File: config.mk
export PLATFORM = sky130hd
export DESIGN_NAME = flb_ctrl
export DESIGN_NICKNAME = d
export VERILOG_FILES = /design/src/flb_pkg.sv /design/src/flb_wide_read.sv /design/src/flb_ctrl.sv
export SDC_FILE = /design/constraint.sdc
export NUM_CORES = 2
export LEC_CHECK = 0
export BUFFER_PORTS_ARGS = -buffer_cell sky130_fd_sc_hd__buf_4
export CAP_MARGIN = 20
export CORE_ASPECT_RATIO = 1.75
export CORE_UTILIZATION = 30
export CTS_CLUSTER_SIZE = 28
export DETAILED_ROUTE_END_ITERATION = 10
export GPL_TIMING_DRIVEN = 0
export SYNTH_ARGS = -nofsm -noshare
export SYNTH_HDL_FRONTEND = slang
export SYNTH_SLANG_ARGS = --single-unit
File: constraint.sdc
create_clock -name pclk -period 3.1 [get_ports pclk]
set_input_delay 0.62 -clock pclk [delete_from_list [all_inputs] [get_ports pclk]]
set_output_delay 0.62 -clock pclk [all_outputs]
set_load 0.05 [all_outputs]
File: src/flb_pkg.sv
// Purpose: constants shared by the flash lock, nv bit and boot map logic
// Assumes: 100 MHz pclk, 32-bit APB register bus
// Notes:   register offsets are byte addresses
package flb_pkg;
  // ****************************************************************
  // flash organisation
  // ****************************************************************
  localparam int PAGE_BYTES   = 512;
  localparam int PAGE_WORDS   = 128;
  localparam int REGION_PAGES = 32;
  localparam int REGIONS_DEF  = 32;
  localparam int PAGE_W       = 11;
  localparam int WADDR_W      = 18;
  localparam int LINE_W       = 128;
  localparam int NV_SEC       = 0;
  localparam int NV_BOD       = 1;
  localparam int NV_BODRST    = 2;
  localparam int NV_BOOT      = 3;
  localparam logic [3:0]  NV_RESET   = 4'h0;
  localparam logic [31:0] LOCK_RESET = 32'h0000_0000;
  // ****************************************************************
  // register map
  // ****************************************************************
  localparam logic [7:0] OFS_CMD    = 8'h00;
  localparam logic [7:0] OFS_STATUS = 8'h04;
  localparam logic [7:0] OFS_RESULT = 8'h08;
  localparam logic [7:0] OFS_LOCKS  = 8'h0C;
  localparam logic [7:0] OFS_NVBITS = 8'h10;
  localparam logic [7:0] OFS_BOOT   = 8'h14;
  localparam int ST_READY = 0;
  localparam int ST_ABORT = 1;
  localparam int ST_SEC   = 2;
  localparam int ST_FPP   = 3;
  // ****************************************************************
  // commands
  // ****************************************************************
  localparam logic [7:0] CMD_DESC = 8'h00;
  localparam logic [7:0] CMD_WP   = 8'h01;
  localparam logic [7:0] CMD_EWP  = 8'h03;
  localparam logic [7:0] CMD_EA   = 8'h05;
  localparam logic [7:0] CMD_SLB  = 8'h08;
  localparam logic [7:0] CMD_CLB  = 8'h09;
  localparam logic [7:0] CMD_SNV  = 8'h0B;
  localparam logic [7:0] CMD_CNV  = 8'h0C;
  localparam logic [7:0] CMD_RD   = 8'h10;
  localparam logic [1:0] BOOT_ROM   = 2'h0;
  localparam logic [1:0] BOOT_FLASH = 2'h1;
  localparam logic [1:0] BOOT_SRAM  = 2'h2;
  localparam logic [3:0] BOOT_TOP   = 4'h0;
  localparam logic [15:0] ROM_SLOT  = 16'h4000;
  typedef enum logic [1:0] {S_IDLE, S_ARR, S_DONE} flb_state_t;
endpackage

File: src/flb_wide_read.sv
// Purpose: serves 32-bit reads from one 128-bit array line
// Assumes: array port on pclk, one line request at a time
// Notes:   a miss costs one array access, hits answer next cycle
`timescale 1ns/10ps
module flb_wide_read
  import flb_pkg::*;
(
  input  wire logic               pclk,
  input  wire logic               presetn,
  input  wire logic               inval,
  input  wire logic               rd_req,
  input  wire logic [WADDR_W-1:0] rd_addr,
  output logic [31:0]             rd_data,
  output logic                    rd_valid,
  output logic                    arr_rd_req,
  output logic [WADDR_W-3:0]      arr_rd_line,
  input  wire logic [LINE_W-1:0]  arr_rd_data,
  input  wire logic               arr_rd_ack
);
  logic [LINE_W-1:0]  line_q, line_d;
  logic [WADDR_W-3:0] tag_q, tag_d;
  logic               lv_q, lv_d, req_q, req_d, vld_q, vld_d;
  logic [31:0]        dat_q, dat_d;
  logic               hit;

  assign hit = lv_q && tag_q == rd_addr[WADDR_W-1:2];

  always_comb begin
    line_d = line_q;
    tag_d  = tag_q;
    lv_d   = lv_q && !inval;
    req_d  = req_q;
    vld_d  = 1'b0;
    dat_d  = dat_q;
    if (req_q) begin
      if (arr_rd_ack) begin
        req_d  = 1'b0;
        line_d = arr_rd_data;
        lv_d   = !inval;
      end
    end else if (rd_req && hit && !inval) begin
      vld_d = 1'b1;
      dat_d = line_q[rd_addr[1:0]*32 +: 32];
    end else if (rd_req) begin
      req_d = 1'b1;
      tag_d = rd_addr[WADDR_W-1:2];
    end
  end

  always_ff @(posedge pclk or negedge presetn) begin
    if (!presetn) begin
      line_q <= '0;
      tag_q  <= '0;
      lv_q   <= 1'b0;
      req_q  <= 1'b0;
      vld_q  <= 1'b0;
      dat_q  <= 32'h0000_0000;
    end else begin
      line_q <= line_d;
      tag_q  <= tag_d;
      lv_q   <= lv_d;
      req_q  <= req_d;
      vld_q  <= vld_d;
      dat_q  <= dat_d;
    end
  end

  assign rd_data     = dat_q;
  assign rd_valid    = vld_q;
  assign arr_rd_req  = req_q;
  assign arr_rd_line = tag_q;
endmodule

File: src/flb_ctrl.sv
// Purpose: flash lock regions, general nv bits, boot map, wide read
// Assumes: 100 MHz pclk, APB slave, array ports on pclk
// Notes:   nv bits and locks survive presetn; only nv_init_n clears
//
// Local design decisions: the register addresses and the APB interface to the registers.
`timescale 1ns/10ps
module flb_ctrl
  import flb_pkg::*;
#(
  parameter int NUM_REGIONS = REGIONS_DEF
)(
  input  wire logic               pclk,
  input  wire logic               presetn,
  input  wire logic               nv_init_n,
  input  wire logic               psel,
  input  wire logic               penable,
  input  wire logic               pwrite,
  input  wire logic [7:0]         paddr,
  input  wire logic [31:0]        pwdata,
  output logic [31:0]             prdata,
  output logic                    pready,
  output logic                    pslverr,
  input  wire logic               erase_pin,
  input  wire logic               test_pin,
  input  wire logic [3:0]         port_lines,
  input  wire logic               remap,
  input  wire logic               dbg_req,
  output logic                    dbg_grant,
  input  wire logic               fpp_cmd_vld,
  input  wire logic [7:0]         fpp_cmd,
  input  wire logic [15:0]        fpp_arg,
  output logic                    fpp_cmd_ack,
  output logic                    fpp_refused,
  output logic                    fast_programming_port,
  input  wire logic               bw_en,
  input  wire logic [19:0]        bw_addr,
  input  wire logic [31:0]        bw_data,
  input  wire logic [6:0]         pbuf_idx,
  output logic [31:0]             pbuf_rdata,
  output logic                    arr_op,
  output logic [7:0]              arr_op_code,
  output logic [PAGE_W-1:0]       arr_page,
  input  wire logic               arr_done,
  input  wire logic               rd_req,
  input  wire logic [WADDR_W-1:0] rd_addr,
  output logic [31:0]             rd_data,
  output logic                    rd_valid,
  output logic                    arr_rd_req,
  output logic [WADDR_W-3:0]      arr_rd_line,
  input  wire logic [LINE_W-1:0]  arr_rd_data,
  input  wire logic               arr_rd_ack,
  output logic                    brownout_detector_en,
  output logic                    brownout_reset_en,
  output logic [1:0]              boot_target,
  output logic [15:0]             rom_prog_base
);
  initial begin
    if (!(NUM_REGIONS inside {8, 16, 32}))
      $error("NUM_REGIONS must be 8, 16 or 32");
  end
  localparam int REG_W = $clog2(NUM_REGIONS);

  function automatic logic [5:0] region_of(input logic [PAGE_W-1:0] pg);
    region_of = pg[PAGE_W-1:5];
  endfunction

  // ****************************************************************
  // pin synchronisers
  // ****************************************************************
  logic [6:0] pin_m_q, pin_s_q;
  always_ff @(posedge pclk or negedge presetn) begin
    if (!presetn) begin
      pin_m_q <= 7'h00;
      pin_s_q <= 7'h00;
    end else begin
      pin_m_q <= {dbg_req, erase_pin, test_pin, port_lines};
      pin_s_q <= pin_m_q;
    end
  end
  logic erase_s, dbg_s, fpp_strap;
  assign dbg_s     = pin_s_q[6];
  assign erase_s   = pin_s_q[5];
  assign fpp_strap = pin_s_q[4] & pin_s_q[0] & pin_s_q[1]
                   & ~pin_s_q[2] & ~pin_s_q[3];

  // ****************************************************************
  // program buffer
  // ****************************************************************
  logic [31:0] pbuf_mem [PAGE_WORDS];
  logic [31:0] pbuf_q;
  always_ff @(posedge pclk) begin
    if (bw_en)
      pbuf_mem[bw_addr[8:2]] <= bw_data;
  end
  always_ff @(posedge pclk or negedge presetn) begin
    if (!presetn)
      pbuf_q <= 32'h0000_0000;
    else
      pbuf_q <= pbuf_mem[pbuf_idx];
  end
  assign pbuf_rdata = pbuf_q;

  // ****************************************************************
  // command engine, locks and nv bits
  // ****************************************************************
  flb_state_t        st_q, st_d;
  logic [31:0]       lock_q, lock_d;
  logic [3:0]        nv_q, nv_d;
  logic              erase_old_q, erase_old_d, pin_pend_q, pin_pend_d;
  logic              pin_run_q, pin_run_d, abort_q, abort_d;
  logic              op_q, op_d, fack_q, fack_d, fref_q, fref_d;
  logic [7:0]        code_q, code_d;
  logic [PAGE_W-1:0] page_q, page_d;
  logic [31:0]       res_q, res_d;
  logic              apb_cmd, apb_wr, stat_rd, go, fpp_go, fpp_rd;
  logic [7:0]        c_code;
  logic [15:0]       c_arg;
  logic [5:0]        c_reg;
  logic              c_locked, c_bad;

  assign apb_wr  = psel & penable & pready;
  assign apb_cmd = apb_wr & pwrite & (paddr == OFS_CMD);
  assign stat_rd = apb_wr & ~pwrite & (paddr == OFS_STATUS);
  // the cpu port wins; a fast port command other than CMD_RD waits for an idle engine
  assign fpp_go  = fpp_cmd_vld & fast_programming_port & ~nv_q[NV_SEC]
                 & ~apb_cmd & ~fack_q & ~fref_q;
  assign fpp_rd  = fpp_go & (fpp_cmd == CMD_RD);
  assign go      = (st_q == S_IDLE) & ~pin_pend_q
                 & (apb_cmd | (fpp_go & ~fpp_rd));
  assign c_code  = apb_cmd ? pwdata[7:0] : fpp_cmd;
  assign c_arg   = apb_cmd ? pwdata[23:8] : fpp_arg;
  assign c_reg   = region_of(c_arg[PAGE_W-1:0]);
  assign c_bad   = c_reg >= 6'(NUM_REGIONS);
  assign c_locked = lock_q[c_reg[4:0]];

  always_comb begin
    st_d        = st_q;
    lock_d      = lock_q;
    nv_d        = nv_q;
    erase_old_d = erase_s;
    pin_pend_d  = pin_pend_q;
    pin_run_d   = pin_run_q;
    abort_d     = abort_q & ~stat_rd;
    op_d        = 1'b0;
    code_d      = code_q;
    page_d      = page_q;
    res_d       = res_q;
    fack_d      = 1'b0;
    fref_d      = fpp_cmd_vld & fast_programming_port
                & nv_q[NV_SEC] & ~fref_q;
    if (fpp_rd)
      fack_d = 1'b1;
    unique case (st_q)
      S_IDLE: begin
        if (pin_pend_q) begin
          op_d       = 1'b1;
          code_d     = CMD_EA;
          pin_pend_d = 1'b0;
          pin_run_d  = 1'b1;
          st_d       = S_ARR;
        end else if (go) begin
          fack_d = ~apb_cmd;
          code_d = c_code;
          page_d = c_arg[PAGE_W-1:0];
          st_d   = S_DONE;
          unique case (c_code)
            CMD_DESC: res_d = {16'(NUM_REGIONS),
                               16'(NUM_REGIONS * REGION_PAGES)};
            CMD_WP, CMD_EWP: begin
              if (c_bad || c_locked)
                abort_d = 1'b1;
              else begin
                op_d = 1'b1;
                st_d = S_ARR;
              end
            end
            CMD_EA: begin
              if (lock_q != LOCK_RESET)
                abort_d = 1'b1;
              else begin
                op_d = 1'b1;
                st_d = S_ARR;
              end
            end
            CMD_SLB, CMD_CLB: begin
              if (c_bad)
                abort_d = 1'b1;
              else
                lock_d[c_reg[4:0]] = (c_code == CMD_SLB);
            end
            CMD_SNV: nv_d[c_arg[1:0]] = 1'b1;
            CMD_CNV: if (c_arg[1:0] != 2'(NV_SEC))
              nv_d[c_arg[1:0]] = 1'b0;
            else
              abort_d = 1'b1;
            default: abort_d = 1'b1;
          endcase
        end
      end
      S_ARR: begin
        if (arr_done) begin
          st_d = S_DONE;
          if (code_q == CMD_EA) begin
            nv_d[NV_BOOT] = 1'b0;
            if (pin_run_q && erase_s)
              nv_d[NV_SEC] = 1'b0;
            pin_run_d = 1'b0;
          end
        end
      end
      S_DONE: st_d = S_IDLE;
      default: st_d = S_IDLE;
    endcase
    // after the command decode: the erase pin beats a same-cycle command on the locks and the two brownout bits
    if (erase_s && !erase_old_q) begin
      lock_d          = LOCK_RESET;
      nv_d[NV_BOD]    = 1'b0;
      nv_d[NV_BODRST] = 1'b0;
      pin_pend_d      = 1'b1;
    end
  end

  always_ff @(posedge pclk or negedge presetn) begin
    if (!presetn) begin
      st_q        <= S_IDLE;
      erase_old_q <= 1'b0;
      pin_pend_q  <= 1'b0;
      pin_run_q   <= 1'b0;
      abort_q     <= 1'b0;
      op_q        <= 1'b0;
      code_q      <= CMD_DESC;
      page_q      <= '0;
      res_q       <= 32'h0000_0000;
      fack_q      <= 1'b0;
      fref_q      <= 1'b0;
    end else begin
      st_q        <= st_d;
      erase_old_q <= erase_old_d;
      pin_pend_q  <= pin_pend_d;
      pin_run_q   <= pin_run_d;
      abort_q     <= abort_d;
      op_q        <= op_d;
      code_q      <= code_d;
      page_q      <= page_d;
      res_q       <= res_d;
      fack_q      <= fack_d;
      fref_q      <= fref_d;
    end
  end

  // nonvolatile image: untouched by presetn, only blank-array init
  always_ff @(posedge pclk or negedge nv_init_n) begin
    if (!nv_init_n) begin
      nv_q   <= NV_RESET;
      lock_q <= LOCK_RESET;
    end else begin
      nv_q   <= nv_d;
      lock_q <= lock_d;
    end
  end

  assign arr_op      = op_q;
  assign arr_op_code = code_q;
  assign arr_page    = page_q;
  assign fpp_cmd_ack = fack_q;
  assign fpp_refused = fref_q;

  // ****************************************************************
  // boot map, brownout and access gates
  // ****************************************************************
  logic       bs_done_q, bs_q, fpp_q, dgr_q, bod_q, bodr_q;
  logic [1:0] boot_q;
  logic [15:0] rom_q;
  always_ff @(posedge pclk or negedge presetn) begin
    if (!presetn) begin
      bs_done_q <= 1'b0;
      bs_q      <= 1'b0;
      fpp_q     <= 1'b0;
      dgr_q     <= 1'b0;
      bod_q     <= 1'b0;
      bodr_q    <= 1'b0;
      boot_q    <= BOOT_ROM;
      rom_q     <= 16'h0000;
    end else begin
      bs_done_q <= 1'b1;
      if (!bs_done_q)
        bs_q <= nv_q[NV_BOOT];
      fpp_q  <= fpp_strap;
      dgr_q  <= dbg_s & ~nv_q[NV_SEC];
      bod_q  <= nv_q[NV_BOD];
      bodr_q <= nv_q[NV_BODRST];
      boot_q <= remap ? BOOT_SRAM
              : (bs_q ? BOOT_FLASH : BOOT_ROM);
      rom_q  <= fpp_strap ? ROM_SLOT : 16'h0000;
    end
  end
  assign fast_programming_port = fpp_q;
  assign dbg_grant             = dgr_q;
  assign brownout_detector_en  = bod_q;
  assign brownout_reset_en     = bodr_q;
  assign boot_target           = boot_q;
  assign rom_prog_base         = rom_q;

  flb_wide_read u_rd (
    .pclk        (pclk),
    .presetn     (presetn),
    .inval       (op_q),
    .rd_req      (rd_req),
    .rd_addr     (rd_addr),
    .rd_data     (rd_data),
    .rd_valid    (rd_valid),
    .arr_rd_req  (arr_rd_req),
    .arr_rd_line (arr_rd_line),
    .arr_rd_data (arr_rd_data),
    .arr_rd_ack  (arr_rd_ack)
  );

  // ****************************************************************
  // apb slave, one wait-free access cycle
  // ****************************************************************
  logic [31:0] prd_q, prd_d;
  logic        prdy_q, prdy_d, perr_q, perr_d;
  always_comb begin
    prd_d  = prd_q;
    prdy_d = 1'b0;
    perr_d = 1'b0;
    if (psel && !penable) begin
      prdy_d = 1'b1;
      prd_d  = 32'h0000_0000;
      unique case (paddr)
        OFS_CMD: ;
        OFS_STATUS: prd_d = {28'h000_0000, fpp_q, nv_q[NV_SEC],
                             abort_q, st_q == S_IDLE && !pin_pend_q};
        OFS_RESULT: prd_d = res_q;
        OFS_LOCKS:  prd_d = lock_q;
        OFS_NVBITS: prd_d = {28'h000_0000, nv_q};
        OFS_BOOT:   prd_d = {28'h000_0000, bs_q, remap, boot_q};
        default:    perr_d = 1'b1;
      endcase
      if (!pwrite && paddr == OFS_CMD)
        perr_d = 1'b1;
    end
  end
  always_ff @(posedge pclk or negedge presetn) begin
    if (!presetn) begin
      prd_q  <= 32'h0000_0000;
      prdy_q <= 1'b0;
      perr_q <= 1'b0;
    end else begin
      prd_q  <= prd_d;
      prdy_q <= prdy_d;
      perr_q <= perr_d;
    end
  end
  assign prdata  = prd_q;
  assign pready  = prdy_q;
  assign pslverr = perr_q;
endmodule

After elaboration in Yosys (flattened, before gate mapping)
Memories as Yosys holds them, arrays and structs flattened. A register that Yosys moved wholly into a read port is not among the register bits.
Cells that the tools add are included.
- $add $sub $neg: 0
- $mul: 0
- div/mod/pow operators: 0
- order comparisons: 5
- eq/ne operators: 28
- shifts and indexed selects: 1
- muxes and demuxes: 77
- bitwise logic cells: 39
- reduce and logical (&&, ||, !) cells: 45
- operator list (kind ; number):
    $mux W32 ; 6
    $pmux W32 S5 ; 1
    $shiftx A128 B8 Y32 ; 1
    $eq A8 B4 Y1 const B ; 6
    $mux W1 ; 42
    $bwmux W32 ; 1
    $reduce_bool A32 Y1 ; 1
    $eq A8 B3 Y1 const B ; 3
    $eq A8 B5 Y1 const B ; 3
    $mux W8 ; 3
    $and A1 B1 Y1 ; 23
    $eq A16 B16 Y1 ; 1
    $logic_not A8 Y1 ; 2
    $mux W2 ; 8
    $mux W15 ; 1
    $mux W4 ; 3
    $ne A2 B2 Y1 const B ; 6
    $not A1 Y1 ; 12
    $reduce_bool A2 Y1 ; 6
    $logic_and A1 B1 Y1 ; 11
    $mux W11 ; 1
    $reduce_and A5 Y1 ; 2
    $ne A3 B3 Y1 const B ; 3
    $eq A8 B1 Y1 const B ; 1
    31 further kinds ; 48
- flip-flop bits (word level): 315
- bits in latches: 0
- bits in writable memories: 4096
- ROM bits: 0
- bits of input ports: 288
- output and inout port bits: 160
- logic and storage cells: 230
- memories: 1
- memory list (memory ; words ; width ; rd ports ; clocked after Yosys merged registers in ; wr ports ; line ; source):
    pbuf_mem ; 128 ; 32 ; 1 ; 1 ; 1 ; flb_ctrl.sv:89 ; logic [31:0] pbuf_mem [PAGE_WORDS];

Longest topological paths before layout
- depth in word-level cells: 17
- gate-level depth with buffers: 12
- depth with buffers taken out: 8

Hierarchy
Synthesis repeated with hierarchy kept, for this count alone.
- cells, all modules: 7027
- area total of the unflattened synthesis: 170068.1 um^2
- modules (own cells, without submodules) (module ; times used ; cells each ; area an instance (um^2) ; seq. area each (um^2)):
    flb_ctrl ; 1 ; 6582 ; 162512.1 ; 126826.6
    flb_wide_read ; 1 ; 445 ; 7556.0 ; 4479.3

Worst setup path after synthesis
Ideal clock, no wire load.
- kind: in2reg
- start: input bw_addr[8]
- end: memory pbuf_mem[80][0] (enable)
- setup time: 502 ps
- arrival time: 4256 ps
- required time: 2598 ps
- path slack: -1658 ps
- cell stages on the path: 3
- path buffers: 0
- cells stage by stage: nor2b_1 nand3_1 nor4_1
- RTL lines (element ; line ; source):
    start: declaration ; flb_ctrl.sv:36 ; input wire logic [19:0] bw_addr,
    end: declaration ; flb_ctrl.sv:89 ;
Straight into the memory's write port.

==> impl_metrics.env <==
export IMPL_num_rows=365
export IMPL_dpl_worst_slack_ns=-2.29
export IMPL_cp_required_ns=3.90
export IMPL_multiInputGateArea_mm2=0.0382
export IMPL_root_buffer="clkbuf_16"
export IMPL_drcViolationCount=0
export IMPL_dpl_cell_area_mm2=0.188
export IMPL_dp_hpwl_um=376000
export IMPL_tritoncts="built"
export IMPL_register_area_mm2=0.131
export IMPL_grt_pass1_vias=86770
export IMPL_numCtsBuffers=376
export IMPL_grt_max_degree=121
export IMPL_cts_sinks=4428
export IMPL_cp_max_fo=10
export IMPL_hold_path_endpoint="pbuf_mem[8][24]"
export IMPL_setup_viol_count_final=24
export IMPL_fin_crit_sh_pct=104
export IMPL_fp_dieH_um=998
export IMPL_timing_critical_path_from_type="input port"
export IMPL_synth_top_cells_by_area="edfxtp_1 (72%), mux4_2 (18%), dfrtp_1 (4.9%)"
export IMPL_first_iter_violations=8842
export IMPL_violations="setup timing"
export IMPL_yosysMostFrequentCell="edfxtp_1"
export IMPL_report_final_slew_viol_count=0
export IMPL_synth_top_cell_area_share_pct=72.3
export IMPL_status="finished, violations left"
export IMPL_core_mm2=0.564
export IMPL_dp_cells=15215
export IMPL_synth_seq_cells=4428
export IMPL_timing_hold_ws_ns=0.0524
export IMPL_tightest_slew_ns=1.20
export IMPL_start_util_pct=30.1
export IMPL_synth_seq_area_share_pct=77.2
export IMPL_wl_um=524000
export IMPL_max_freq_mhz=309
export IMPL_drive_gt1_share_pct=36.9
export IMPL_yosysTopAreaCell="edfxtp_1"
export IMPL_fin_area_mm2=0.204
export IMPL_die_w_um=571
export IMPL_viasPerCell=4.99
export IMPL_layout_min_cycle_time_ns=3.24
export IMPL_htree_num_levels=5
export IMPL_relSlewSlack_pct=19.8
export IMPL_ys_warn_count=0
export IMPL_hp_class="input port to flip-flop"
export IMPL_r2r_start="pready"
export IMPL_clock_latency_ns=1.00
export IMPL_ys_async_sr_fraction_pct=7.50
export IMPL_stdcell_count=16558
export IMPL_max_cap_viol_count=0
export IMPL_cp_end_kind="flip-flop"
export IMPL_finalClockSkew_ns=0.0958
export IMPL_cp_arrival_ns=4.04
export IMPL_clk_pin_slew_ns=0.07
export IMPL_synthCells=7091
export IMPL_r2r_end="abort_q"
export IMPL_power_density_mw_per_mm2=607
export IMPL_rrSetupSlack_ns=0.09
export IMPL_reg2reg_depth=9
export IMPL_syn_to_final_growth_pct=20.0
export IMPL_hp_start="bw_data[24]"
export IMPL_utilization_pct=36.1
export IMPL_leakage_nw=64.2
export IMPL_antenna_left=0
export IMPL_final_fill_count=51130
export IMPL_hold_violations=0
export IMPL_gp_congestion=0.917
export IMPL_grt_overflow_total=0
export IMPL_layout_setup_ws_ns=-0.138
export IMPL_ys_types=56
export IMPL_synth_commonest_cells="edfxtp_1 (4096), mux4_2 (1378), dfrtp_1 (332), clkbuf_1 (227), mux2_2 (225)"
export IMPL_io_pins=448
export IMPL_min_path_cells=1
export IMPL_synth_ff_type="edfxtp_1"
export IMPL_power_mw=124
export IMPL_ir_drop_uv=505
export IMPL_tns_ns=-1.60
export IMPL_port_buffers=383
export IMPL_syn_area_per_cell_um2=24.0
export IMPL_die_area_mm2=0.570
export IMPL_synth_edf_count=4096
export IMPL_dr_pass1_iters=6
export IMPL_fin_nets=8547
export IMPL_syn_area_mm2=0.170
export IMPL_antenna_found_initial=131
export IMPL_routedWlPerCell_um=31.7
export IMPL_crit_type="input port to flip-flop"
export IMPL_clk_path_buf_depth=4
export IMPL_grt_pass1_wl_um=705000
export IMPL_via_count=82695
export IMPL_grt_total_usage_pct=18.0
worst max path at each step:
stage | startpoint | end | slack (ns) | cells past startpoint
3_3_place_gp | bw_addr[5] | pbuf_mem[101][18] | -5.07 | 4
6_report | pbuf_idx[1] | pbuf_rdata[11] | -0.14 | 8
2_1_floorplan | bw_addr[8] | pbuf_mem[84][0] | -0.81 | 3
4_1_cts | pready | lock_q[12] | -0.13 | 11
5_1_grt | pbuf_idx[1] | pbuf_rdata[14] | -0.09 | 7
3_5_place_dp | pbuf_idx[1] | pbuf_rdata[6] | -2.29 | 8
metal layers:
layer  wire, um  vias to the layer above  global-route usage, %
met1     157000                    44842                   17.3
met4      52000                       34                   16.6
met2     282000                     3728                   32.6
met3      32300                     1032                   2.76
met5        197                        -                      0
li1           -                    33059                      -
placed cells by master, fill, tap and decap left out, drive strengths merged, types with 4 or more instances in the layout:
cell type	netlist	layout
nand4	14	14
nor4	18	18
xnor2	13	13
inv	12	35
nand2	188	188
nand3b	5	5
clkinvlp	0	24
nor2	163	163
dlygate4sd3	0	173
clkbuf	227	688
and3	4	4
mux4	1378	1378
mux2i	59	59
a31oi	6	6
nand2b	5	5
o31ai	5	5
nand4b	4	4
nor3	20	20
bufinv	0	30
conb	2	16
mux2	225	225
edfxtp	4096	4096
o21ai	28	28
clkinv	1	143
dfrtp	332	332
nor2b	17	17
a222oi	5	5
diode	0	474
a21oi	15	15
buf	163	764
nand3	50	50
kinds of logic (layout without fill, tap and decap cells):
logic type / after synthesis / after routing / share of synthesized area, %
other: 2 / 490 / 0.00442
DFF: 4428 / 4428 / 77.2
xor gates and xnor gates: 16 / 16 / 0.0824
muxes: 1662 / 1662 / 20.1
and+or+nand+nor: 500 / 500 / 1.30
AOI/OAI and AO/OA: 80 / 80 / 0.301
buffers and inverters: 403 / 1859 / 1.02
worst max-delay path, cell delays in order:
cell and delay (ns):
clkbuf_2 0.23, clkbuf_2 0.27, buf_12 0.22, clkbuf_2 0.44, mux4_2 0.38, mux4_2 0.68, mux4_2 0.68, mux2_2 0.37
report_power, final:
group	switching, mW	total [mW]	internal, mW
Combinational	6.22	9.95	3.73
Clock	22.1	47.4	25.3
Sequential	0.480	66.5	66.1
Total	28.8	124	95.1
flip-flops by register name, indices dropped and copies added, names as in the netlist, 2 cells and up:
register,cells
pin_s_q,7
pbuf_rdata,32
u_rd.rd_data,32
boot_target,2
nv_q,4
lock_q,32
pin_m_q,7
arr_op_code,8
u_rd.arr_rd_line,16
u_rd.line_q,128
prdata,32
arr_page,11
pbuf_mem,4096
st_q,2
what timing repair did:
item,4_1_cts,5_1_grt
hold buffers,173,0
buffers inserted,5,8
cloned,1,0
pin swaps,2,3
endpoints found under the hold margin,272,0
gates resized for setup,140,73
setup endpoints to repair,732,303
layout make-up:
cell class | instances | share of cell area [%]
clock inverter | 219 | 1.08
timing repair buffer | 778 | 4.67
sequential | 4428 | 64.4
buffer | 388 | 1.13
inverter | 13 | 0.0239
tap | 7523 | 4.61
clock buffer | 461 | 4.83
multi-input combinational | 2274 | 18.7
antenna | 474 | 0.581
No activity file was read; power rests on OpenSTA's default activity.
